==> config.mk <==
export PLATFORM = sky130hd
export DESIGN_NAME = mrcd_decoder
export DESIGN_NICKNAME = d
export VERILOG_FILES = /design/src/mrcd_pkg.sv /design/src/mrcd_decoder.sv
export VERILOG_INCLUDE_DIRS = /design/src
export SDC_FILE = /design/constraint.sdc
export NUM_CORES = 1
export LEC_CHECK = 0
export ABC_AREA = 1
export BUFFER_PORTS_ARGS = -buffer_cell sky130_fd_sc_hd__buf_2
export CAP_MARGIN = 0
export CORE_MARGIN = 2
export CORE_UTILIZATION = 29
export DETAILED_ROUTE_END_ITERATION = 12
export PLACE_DENSITY = 0.52
export REMOVE_ABC_BUFFERS = 1
export SLEW_MARGIN = 20
export SYNTH_ARGS = -nofsm -noshare
export SYNTH_HDL_FRONTEND = slang
export SYNTH_SLANG_ARGS = --single-unit
==> constraint.sdc <==
create_clock -name clk_sys -period 1.62 [get_ports clk_sys]
set_input_delay 0.081 -clock clk_sys [delete_from_list [all_inputs] [get_ports clk_sys]]
set_output_delay 0.081 -clock clk_sys [all_outputs]
set_load 0.005 [all_outputs]
==> src/mrcd_consts.svh <==
// Constants for the meter remote command decoder
`ifndef MRCD_CONSTS_SVH
`define MRCD_CONSTS_SVH
`define MRCD_ENABLE_MAX 16'h00ff
`define MRCD_SUMMARY_BIT 6
`define MRCD_TOP_BIT 7
`define MRCD_SUMMARY_MASK 8'h40
`define MRCD_SOURCE_MASK 8'h3f
`define MRCD_BYTE_ZERO 8'h00
`define MRCD_ENABLE_RESET 8'h00
`endif

==> src/mrcd_pkg.sv <==
// Types of the meter remote command decoder
`default_nettype none
package mrcd_pkg;
   typedef enum logic [4:0] {
      CMD_REQUEST_ENABLE_SET = 5'h00,
      CMD_REQUEST_ENABLE_QUERY = 5'h01,
      CMD_STATUS_BYTE_QUERY = 5'h02,
      CMD_TRIGGER = 5'h03,
      CMD_SELF_CHECK_QUERY = 5'h04,
      CMD_WAIT_CONTINUE = 5'h05,
      CMD_AC_CURRENT_SELECT = 5'h06,
      CMD_ACDC_CURRENT_SELECT = 5'h07,
      CMD_DC_CURRENT_SELECT = 5'h08,
      CMD_CONTINUITY_SELECT = 5'h09,
      CMD_DIODE_SELECT = 5'h0a,
      CMD_FREQUENCY_SELECT = 5'h0b,
      CMD_RESISTANCE_SELECT = 5'h0c,
      CMD_AC_VOLTS_SELECT = 5'h0d,
      CMD_ACDC_VOLTS_SELECT = 5'h0e,
      CMD_DC_VOLTS_SELECT = 5'h0f,
      CMD_AC_CURRENT_SELECT_SECONDARY = 5'h10,
      CMD_DC_CURRENT_SELECT_SECONDARY = 5'h11,
      CMD_FREQUENCY_SELECT_SECONDARY = 5'h12,
      CMD_RESISTANCE_SELECT_SECONDARY = 5'h13,
      CMD_AC_VOLTS_SELECT_SECONDARY = 5'h14,
      CMD_DC_VOLTS_SELECT_SECONDARY = 5'h15,
      CMD_SECONDARY_CLEAR = 5'h16,
      CMD_PRIMARY_FUNCTION_QUERY = 5'h17,
      CMD_SECONDARY_FUNCTION_QUERY = 5'h18,
      CMD_TWO_LEAD_MODE = 5'h19,
      CMD_FOUR_LEAD_MODE = 5'h1a
   } mrcd_cmd_e;

   typedef enum logic [3:0] {
      FUNC_NONE = 4'h0,
      FUNC_AC_CURRENT = 4'h1,
      FUNC_ACDC_CURRENT = 4'h2,
      FUNC_DC_CURRENT = 4'h3,
      FUNC_CONTINUITY = 4'h4,
      FUNC_DIODE = 4'h5,
      FUNC_FREQUENCY = 4'h6,
      FUNC_RESISTANCE = 4'h7,
      FUNC_AC_VOLTS = 4'h8,
      FUNC_ACDC_VOLTS = 4'h9,
      FUNC_DC_VOLTS = 4'ha
   } mrcd_func_e;

   typedef enum logic [1:0] {
      ST_IDLE = 2'b01,
      ST_ANSWER = 2'b10
   } mrcd_state_e;

   typedef struct packed {
      mrcd_state_e state;
      logic cmd_ready;
      logic rsp_valid;
      logic rsp_is_func;
      logic [7:0] rsp_value;
      mrcd_func_e rsp_func;
      logic exec_error;
      logic trigger_pulse;
      logic [7:0] req_en;
      logic [7:0] status_byte;
      mrcd_func_e prim_func;
      mrcd_func_e sec_func;
      logic four_lead;
   } mrcd_state_s;
endpackage : mrcd_pkg
`default_nettype wire

==> src/mrcd_decoder.sv <==
// Remote command decoder: enables, status byte, function selection
`include "mrcd_consts.svh"
`default_nettype none

module mrcd_decoder (
   // Clock and reset
   input wire logic clk_sys,
   input wire logic resetn,
   // Parsed command
   input wire logic cmd_valid,
   output logic cmd_ready,
   input wire logic [4:0] cmd_code,
   input wire logic [15:0] cmd_value,
   // Query answer
   output logic rsp_valid,
   input wire logic rsp_ready,
   output logic rsp_is_func,
   output logic [7:0] rsp_value,
   output logic [3:0] rsp_func,
   // Events
   output logic exec_error,
   output logic trigger_pulse,
   // Status sources from neighbouring logic
   input wire logic [7:0] status_bits,
   // Visible state
   output logic [7:0] request_enable,
   output logic [7:0] status_summary_byte,
   output logic [3:0] primary_func,
   output logic [3:0] secondary_func,
   output logic four_lead_mode
);

   mrcd_pkg::mrcd_state_s r;
   mrcd_pkg::mrcd_state_s n;
   mrcd_pkg::mrcd_cmd_e cmd;

   assign cmd = mrcd_pkg::mrcd_cmd_e'(cmd_code);

   // Both select columns map onto one function code
   function automatic mrcd_pkg::mrcd_func_e func_of(
      input mrcd_pkg::mrcd_cmd_e c
   );
      case (c)
         mrcd_pkg::CMD_AC_CURRENT_SELECT,
         mrcd_pkg::CMD_AC_CURRENT_SELECT_SECONDARY: begin
            func_of = mrcd_pkg::FUNC_AC_CURRENT;
         end
         mrcd_pkg::CMD_ACDC_CURRENT_SELECT: begin
            func_of = mrcd_pkg::FUNC_ACDC_CURRENT;
         end
         mrcd_pkg::CMD_DC_CURRENT_SELECT,
         mrcd_pkg::CMD_DC_CURRENT_SELECT_SECONDARY: begin
            func_of = mrcd_pkg::FUNC_DC_CURRENT;
         end
         mrcd_pkg::CMD_CONTINUITY_SELECT: begin
            func_of = mrcd_pkg::FUNC_CONTINUITY;
         end
         mrcd_pkg::CMD_DIODE_SELECT: begin
            func_of = mrcd_pkg::FUNC_DIODE;
         end
         mrcd_pkg::CMD_FREQUENCY_SELECT,
         mrcd_pkg::CMD_FREQUENCY_SELECT_SECONDARY: begin
            func_of = mrcd_pkg::FUNC_FREQUENCY;
         end
         mrcd_pkg::CMD_RESISTANCE_SELECT,
         mrcd_pkg::CMD_RESISTANCE_SELECT_SECONDARY: begin
            func_of = mrcd_pkg::FUNC_RESISTANCE;
         end
         mrcd_pkg::CMD_AC_VOLTS_SELECT,
         mrcd_pkg::CMD_AC_VOLTS_SELECT_SECONDARY: begin
            func_of = mrcd_pkg::FUNC_AC_VOLTS;
         end
         mrcd_pkg::CMD_ACDC_VOLTS_SELECT: begin
            func_of = mrcd_pkg::FUNC_ACDC_VOLTS;
         end
         mrcd_pkg::CMD_DC_VOLTS_SELECT,
         mrcd_pkg::CMD_DC_VOLTS_SELECT_SECONDARY: begin
            func_of = mrcd_pkg::FUNC_DC_VOLTS;
         end
         default: begin
            func_of = mrcd_pkg::FUNC_NONE;
         end
      endcase
   endfunction : func_of

   function automatic logic is_acdc(input mrcd_pkg::mrcd_func_e f);
      is_acdc = (f == mrcd_pkg::FUNC_ACDC_CURRENT) ||
                (f == mrcd_pkg::FUNC_ACDC_VOLTS);
   endfunction : is_acdc

   always_comb begin
      n = r;
      n.exec_error = 1'b0;
      n.trigger_pulse = 1'b0;
      // Summary is rebuilt each cycle, so it follows sources with one cycle lag
      n.status_byte = status_bits;
      n.status_byte[`MRCD_SUMMARY_BIT] = 1'b0;
      n.status_byte[`MRCD_TOP_BIT] = 1'b0;
      n.status_byte[`MRCD_SUMMARY_BIT] = |(n.status_byte & r.req_en);
      case (r.state)
         mrcd_pkg::ST_IDLE: begin
            if (cmd_valid) begin
               case (cmd)
                  mrcd_pkg::CMD_REQUEST_ENABLE_SET: begin
                     if (cmd_value > `MRCD_ENABLE_MAX) begin
                        n.exec_error = 1'b1;
                     end else begin
                        // Binary value taken bit for bit, except summary bit 6, which is cleared
                        n.req_en = cmd_value[7:0] & ~`MRCD_SUMMARY_MASK;
                     end
                  end
                  mrcd_pkg::CMD_REQUEST_ENABLE_QUERY: begin
                     n.state = mrcd_pkg::ST_ANSWER;
                     n.cmd_ready = 1'b0;
                     n.rsp_valid = 1'b1;
                     n.rsp_is_func = 1'b0;
                     n.rsp_value = r.req_en & ~`MRCD_SUMMARY_MASK;
                  end
                  mrcd_pkg::CMD_STATUS_BYTE_QUERY: begin
                     n.state = mrcd_pkg::ST_ANSWER;
                     n.cmd_ready = 1'b0;
                     n.rsp_valid = 1'b1;
                     n.rsp_is_func = 1'b0;
                     n.rsp_value = r.status_byte;
                  end
                  mrcd_pkg::CMD_TRIGGER: begin
                     n.trigger_pulse = 1'b1;
                  end
                  mrcd_pkg::CMD_SELF_CHECK_QUERY: begin
                     n.state = mrcd_pkg::ST_ANSWER;
                     n.cmd_ready = 1'b0;
                     n.rsp_valid = 1'b1;
                     n.rsp_is_func = 1'b0;
                     n.rsp_value = `MRCD_BYTE_ZERO;
                  end
                  mrcd_pkg::CMD_WAIT_CONTINUE: begin
                     n.req_en = r.req_en;
                  end
                  mrcd_pkg::CMD_AC_CURRENT_SELECT,
                  mrcd_pkg::CMD_ACDC_CURRENT_SELECT,
                  mrcd_pkg::CMD_DC_CURRENT_SELECT,
                  mrcd_pkg::CMD_CONTINUITY_SELECT,
                  mrcd_pkg::CMD_DIODE_SELECT,
                  mrcd_pkg::CMD_FREQUENCY_SELECT,
                  mrcd_pkg::CMD_RESISTANCE_SELECT,
                  mrcd_pkg::CMD_AC_VOLTS_SELECT,
                  mrcd_pkg::CMD_ACDC_VOLTS_SELECT,
                  mrcd_pkg::CMD_DC_VOLTS_SELECT: begin
                     n.prim_func = func_of(cmd);
                     // Ac plus dc cannot share the display with a reading
                     if (is_acdc(func_of(cmd))) begin
                        n.sec_func = mrcd_pkg::FUNC_NONE;
                     end
                  end
                  mrcd_pkg::CMD_AC_CURRENT_SELECT_SECONDARY,
                  mrcd_pkg::CMD_DC_CURRENT_SELECT_SECONDARY,
                  mrcd_pkg::CMD_FREQUENCY_SELECT_SECONDARY,
                  mrcd_pkg::CMD_RESISTANCE_SELECT_SECONDARY,
                  mrcd_pkg::CMD_AC_VOLTS_SELECT_SECONDARY,
                  mrcd_pkg::CMD_DC_VOLTS_SELECT_SECONDARY: begin
                     if (is_acdc(r.prim_func)) begin
                        n.exec_error = 1'b1;
                     end else begin
                        n.sec_func = func_of(cmd);
                     end
                  end
                  mrcd_pkg::CMD_SECONDARY_CLEAR: begin
                     n.sec_func = mrcd_pkg::FUNC_NONE;
                  end
                  mrcd_pkg::CMD_PRIMARY_FUNCTION_QUERY: begin
                     n.state = mrcd_pkg::ST_ANSWER;
                     n.cmd_ready = 1'b0;
                     n.rsp_valid = 1'b1;
                     n.rsp_is_func = 1'b1;
                     n.rsp_func = r.prim_func;
                  end
                  mrcd_pkg::CMD_SECONDARY_FUNCTION_QUERY: begin
                     if (r.sec_func == mrcd_pkg::FUNC_NONE) begin
                        n.exec_error = 1'b1;
                     end else begin
                        n.state = mrcd_pkg::ST_ANSWER;
                        n.cmd_ready = 1'b0;
                        n.rsp_valid = 1'b1;
                        n.rsp_is_func = 1'b1;
                        n.rsp_func = r.sec_func;
                     end
                  end
                  mrcd_pkg::CMD_TWO_LEAD_MODE,
                  mrcd_pkg::CMD_FOUR_LEAD_MODE: begin
                     if (r.prim_func != mrcd_pkg::FUNC_RESISTANCE) begin
                        n.exec_error = 1'b1;
                     end else begin
                        n.four_lead =
                           (cmd == mrcd_pkg::CMD_FOUR_LEAD_MODE);
                     end
                  end
                  default: begin
                     n.exec_error = 1'b1;
                  end
               endcase
            end
         end
         mrcd_pkg::ST_ANSWER: begin
            // One answer outstanding; new commands wait behind it
            if (rsp_ready) begin
               n.state = mrcd_pkg::ST_IDLE;
               n.rsp_valid = 1'b0;
               n.cmd_ready = 1'b1;
            end
         end
         default: begin
            n.state = mrcd_pkg::ST_IDLE;
            n.rsp_valid = 1'b0;
            n.cmd_ready = 1'b1;
         end
      endcase
   end

   always_ff @(posedge clk_sys or negedge resetn) begin
      if (!resetn) begin
         r.state <= mrcd_pkg::ST_IDLE;
         r.cmd_ready <= 1'b1;
         r.rsp_valid <= 1'b0;
         r.rsp_is_func <= 1'b0;
         r.rsp_value <= `MRCD_BYTE_ZERO;
         r.rsp_func <= mrcd_pkg::FUNC_NONE;
         r.exec_error <= 1'b0;
         r.trigger_pulse <= 1'b0;
         r.req_en <= `MRCD_ENABLE_RESET;
         r.status_byte <= `MRCD_BYTE_ZERO;
         r.prim_func <= mrcd_pkg::FUNC_DC_VOLTS;
         r.sec_func <= mrcd_pkg::FUNC_NONE;
         r.four_lead <= 1'b0;
      end else begin
         r <= n;
      end
   end

   assign cmd_ready = r.cmd_ready;
   assign rsp_valid = r.rsp_valid;
   assign rsp_is_func = r.rsp_is_func;
   assign rsp_value = r.rsp_value;
   assign rsp_func = r.rsp_func;
   assign exec_error = r.exec_error;
   assign trigger_pulse = r.trigger_pulse;
   assign request_enable = r.req_en;
   assign status_summary_byte = r.status_byte;
   assign primary_func = r.prim_func;
   assign secondary_func = r.sec_func;
   assign four_lead_mode = r.four_lead;
endmodule : mrcd_decoder
`default_nettype wire

==> summary.txt <==
Worst setup path
  • CP Class: reg -> reg
  • Worst Reg-to-Reg Cells: 6
  • Worst EP required: between 1.5 and 2 ns
  • CP Cell Sequence: inv_1 > nor2_1 > nand2_2 > nor2_1 > nand2_2 > mux2_2
  • Reg2reg start: r[42]
  • CP peak stage delay: around 0.53 ns
  • Critical Path AT: about 1.7 ns
  • CP endpoint kind: register
  • FF-to-FF End: request_enable[5]
  • Critical Path Fanout Max: 7
  • CP max-delay cell: dfstp_2
  • Internal reg-to-reg setup slack: 0.14 ns
  • Startpoint Class: register

Synth
  • Most frequent cells after synthesis: nand2_1 (83), nor2_1 (38), dfrtp_1 (37)
  • Synth unique cells: 35
  • Largest cells by area after synthesis: dfrtp_1 (41%), nand2_1 (14%), nor2_1 (6.3%)
  • Ys flop type: dfrtp_1
  • Mapped cell area: 2260 µm²
  • Synth top area share: 0.410
  • #FFs+latches synth: 40
  • Syn. warnings: 0
  • Seq/Total Area, Yosys: 0.445
  • Largest area contributor in the netlist: dfrtp_1
  • Synth Area per Inst: about 8 µm²
  • Ys async rst share: 1.00
  • Post-synth EDFFs: 0
  • Most frequent cell after synthesis: nand2_1
  • Post-Synthesis Cells: approximately 280

Run status
  • Status: finished, final reports clean

STA
  • Clk_skew: approximately 0.0080 ns
  • Final worst path period need: approximately 1.5 ns
  • Endpoints failing hold: 0
  • RSZ-0062 raised after global routing: false
  • Max_slew headroom: 0.666
  • Slack of the critical path: ~0.14 ns
  • Setup violations, final: 0
  • Top achievable clock speed: between 600 and 700 MHz
  • Slew Limit Fails: 0
  • Worst Max-Slew Pin Slew: approximately 0.5 ns
  • Crit share post-route: 0.912

Detailed routing
  • Routed len/inst: 11.5 µm
  • DRT Pass-1 Iters: 4
  • Top Layer Used: met4
  • M1 WL: 2660 µm
  • Drt drc: 0
  • Via count: approximately 2100
  • Routed wl met2: 2790 µm
  • Routed WL: roughly 5600 µm
  • Vias per inst: approximately 4.3
  • Antenna Nets Post-Route: 0
  • Met3 Wirelength: roughly 170 µm
  • Initial DRC Count: about 160

Clock tree
  • Clock transition at path regs: 0.08 ns
  • Worst skew pair latency: slightly below 0.3 ns
  • Total CTS buffers: 5
  • Buffer depth of the longest clock path: 2
  • CTS root buffer: clkbuf_8
  • H-tree depth: 2
  • CTS tree: done
  • Sink Count: 40

Global route
  • Grt ovf: 0
  • Largest net degree at the start of global routing: 41
  • First-pass GRT wire length: about 9200 µm
  • Vias in the first global route: slightly below 2000
  • Total GRT Usage: 0.135
  • Initial antenna violation count: 0

Placed design
  • HPWL Detailed: ~4500 µm
  • Gp weighted congestion: roughly 0.85
  • Pre-CTS WS: -0.0104 ns
  • PortBufs: just under 70

Die
  • Core ar.: 7650 µm²
  • Site row count: 32
  • Die X: between 90 and 100 µm
  • Starting Density: 0.295
  • Die H: between 90 and 100 µm
  • Total Die Area: roughly 8500 µm²
  • # IOs: 75

Cells and area
  • Antenna diode count: 0
  • Synth-to-Final Area Change: 36.3%
  • Fraction of layout cells with a size suffix above 1: 0.353
  • Nets@finish: approximately 430
  • Final Util: 0.402

Worst hold path
  • Hold path start: cmd_value[7]
  • HP Class: in -> reg
  • WHS Path Cells: 2
  • Hold endpoint: request_enable[7]

Job
  • Max-cap violations: 0

Power
  • Lkg Pwr: about 1.7 nW
  • Peak VDD IR: about 0.29 mV
  • Pwr Density: between 800 and 900 nW/µm²
==> worst max-delay path by stage <==
stage	cells after the start	from	end	slack [ns]
2_1_floorplan	12	cmd_code[0]	secondary_func[1]	0.14
3_3_place_gp	13	cmd_code[0]	secondary_func[2]	0.02
3_5_place_dp	13	cmd_code[0]	secondary_func[2]	-0.01
4_1_cts	8	r[42]	rsp_func[0]	0.03
5_1_grt	6	r[42]	request_enable[5]	0.02
6_report	6	r[42]	request_enable[5]	0.14
==> cell usage in the layout (no fill, tap or decap) <==
cell            n
nand4_1         8
dfrtp_1        37
nand3_1        21
ha_1            6
a31oi_1         6
inv_1          23
inv_2           5
clkbuf_8        5
clkinv_4        1
inv_4           1
buf_4          28
nor4_1          1
bufinv_16       1
nand2_2         4
a22o_1          1
nand3_2         1
inv_6           2
clkinvlp_4      1
o211ai_1        4
nand2_1        80
o21a_1          2
nor2_8          1
o21ai_0         7
nor3_1          1
conb_1          2
nor2_2          1
o21ai_1         2
mux2_2          7
dlygate4sd3_1   7
a21oi_1         3
buf_2          69
o21ai_2         1
nand2_4         3
nor2_1         38
nor2_4          3
nand3b_1        1
a221oi_1        1
dfstp_2         3
==> timing repair <==
action | CTS | global route
buffers inserted | 0 | 0
hold buffers | 7 | 0
endpoints found under the setup margin | 0 | 20
endpoints found under the hold margin | 43 | 0
gates resized for setup | 0 | 4
==> layout make-up <==
cell class,instances,area [µm²]
Clock buffer,5,68.8
Tap cell,102,128
Timing Repair Buffer,104,626
Multi-Input combinational cell,205,1080
Fill cell,806,4570
Clock inverter,3,46.3
Inverter,31,129
Sequential cell,40,1000
==> report_power, final <==
part	internal, W	switching [W]
Clock	0.000464	0.000362
Sequential	0.00114	0.0000771
Combinational	0.000294	0.000333
==> flip-flops by register name, summed over array words and instances (netlist names) <==
| signal | cells |
|---|---|
| secondary_func | 4 |
| rsp_value | 8 |
| status_summary_byte | 7 |
| primary_func | 4 |
| exec_error | 1 |
| trigger_pulse | 1 |
| rsp_func | 4 |
| r | 2 |
| request_enable | 7 |
| rsp_is_func | 1 |
| four_lead_mode | 1 |
==> metal layers <==
layer | vias up | GRT usage
met1 | 965 | 0.185
li1 | 1117 | -
met2 | 37 | 0.220
met4 | 0 | 0.0410
met5 | - | 0
met3 | 2 | 0.0197
==> per-stage QoR <==
stage               TNS [ns]  std cells  total power, W  hold WS, ns  instance area [µm²]
finish                     0        490         0.00267       0.0189                 3080
global route               0        490         0.00285      0.00130                 3080
CTS                        0        490         0.00271      0.00970                 3070
detailed placement   -0.0374        475         0.00186        0.174                 2890
global placement           0        475         0.00185        0.171                 2890
floorplan                  0        276         0.00152       -0.215                 2200
==> critical path: cells and delay by family (launching register included) <==
family	cells	cell delay (ns)
muxes	1	0.31
and+or+nand+nor	4	0.49
DFF	1	0.53
buffers and inverters	1	0.05
==> kinds of logic (layout without fill, tap and decap cells) <==
logic type / after synthesis / after routing / synth area share
buffers and inverters: 37 / 143 / 0.0837
muxes: 7 / 7 / 0.0349
and+or+nand+nor: 163 / 163 / 0.327
AOI/OAI and AO/OA: 27 / 27 / 0.0748
DFF: 40 / 40 / 0.445
other: 1 / 2 / 0.00166
adders and majority gates: 6 / 6 / 0.0332
Power figures use the tool's default switching activity.
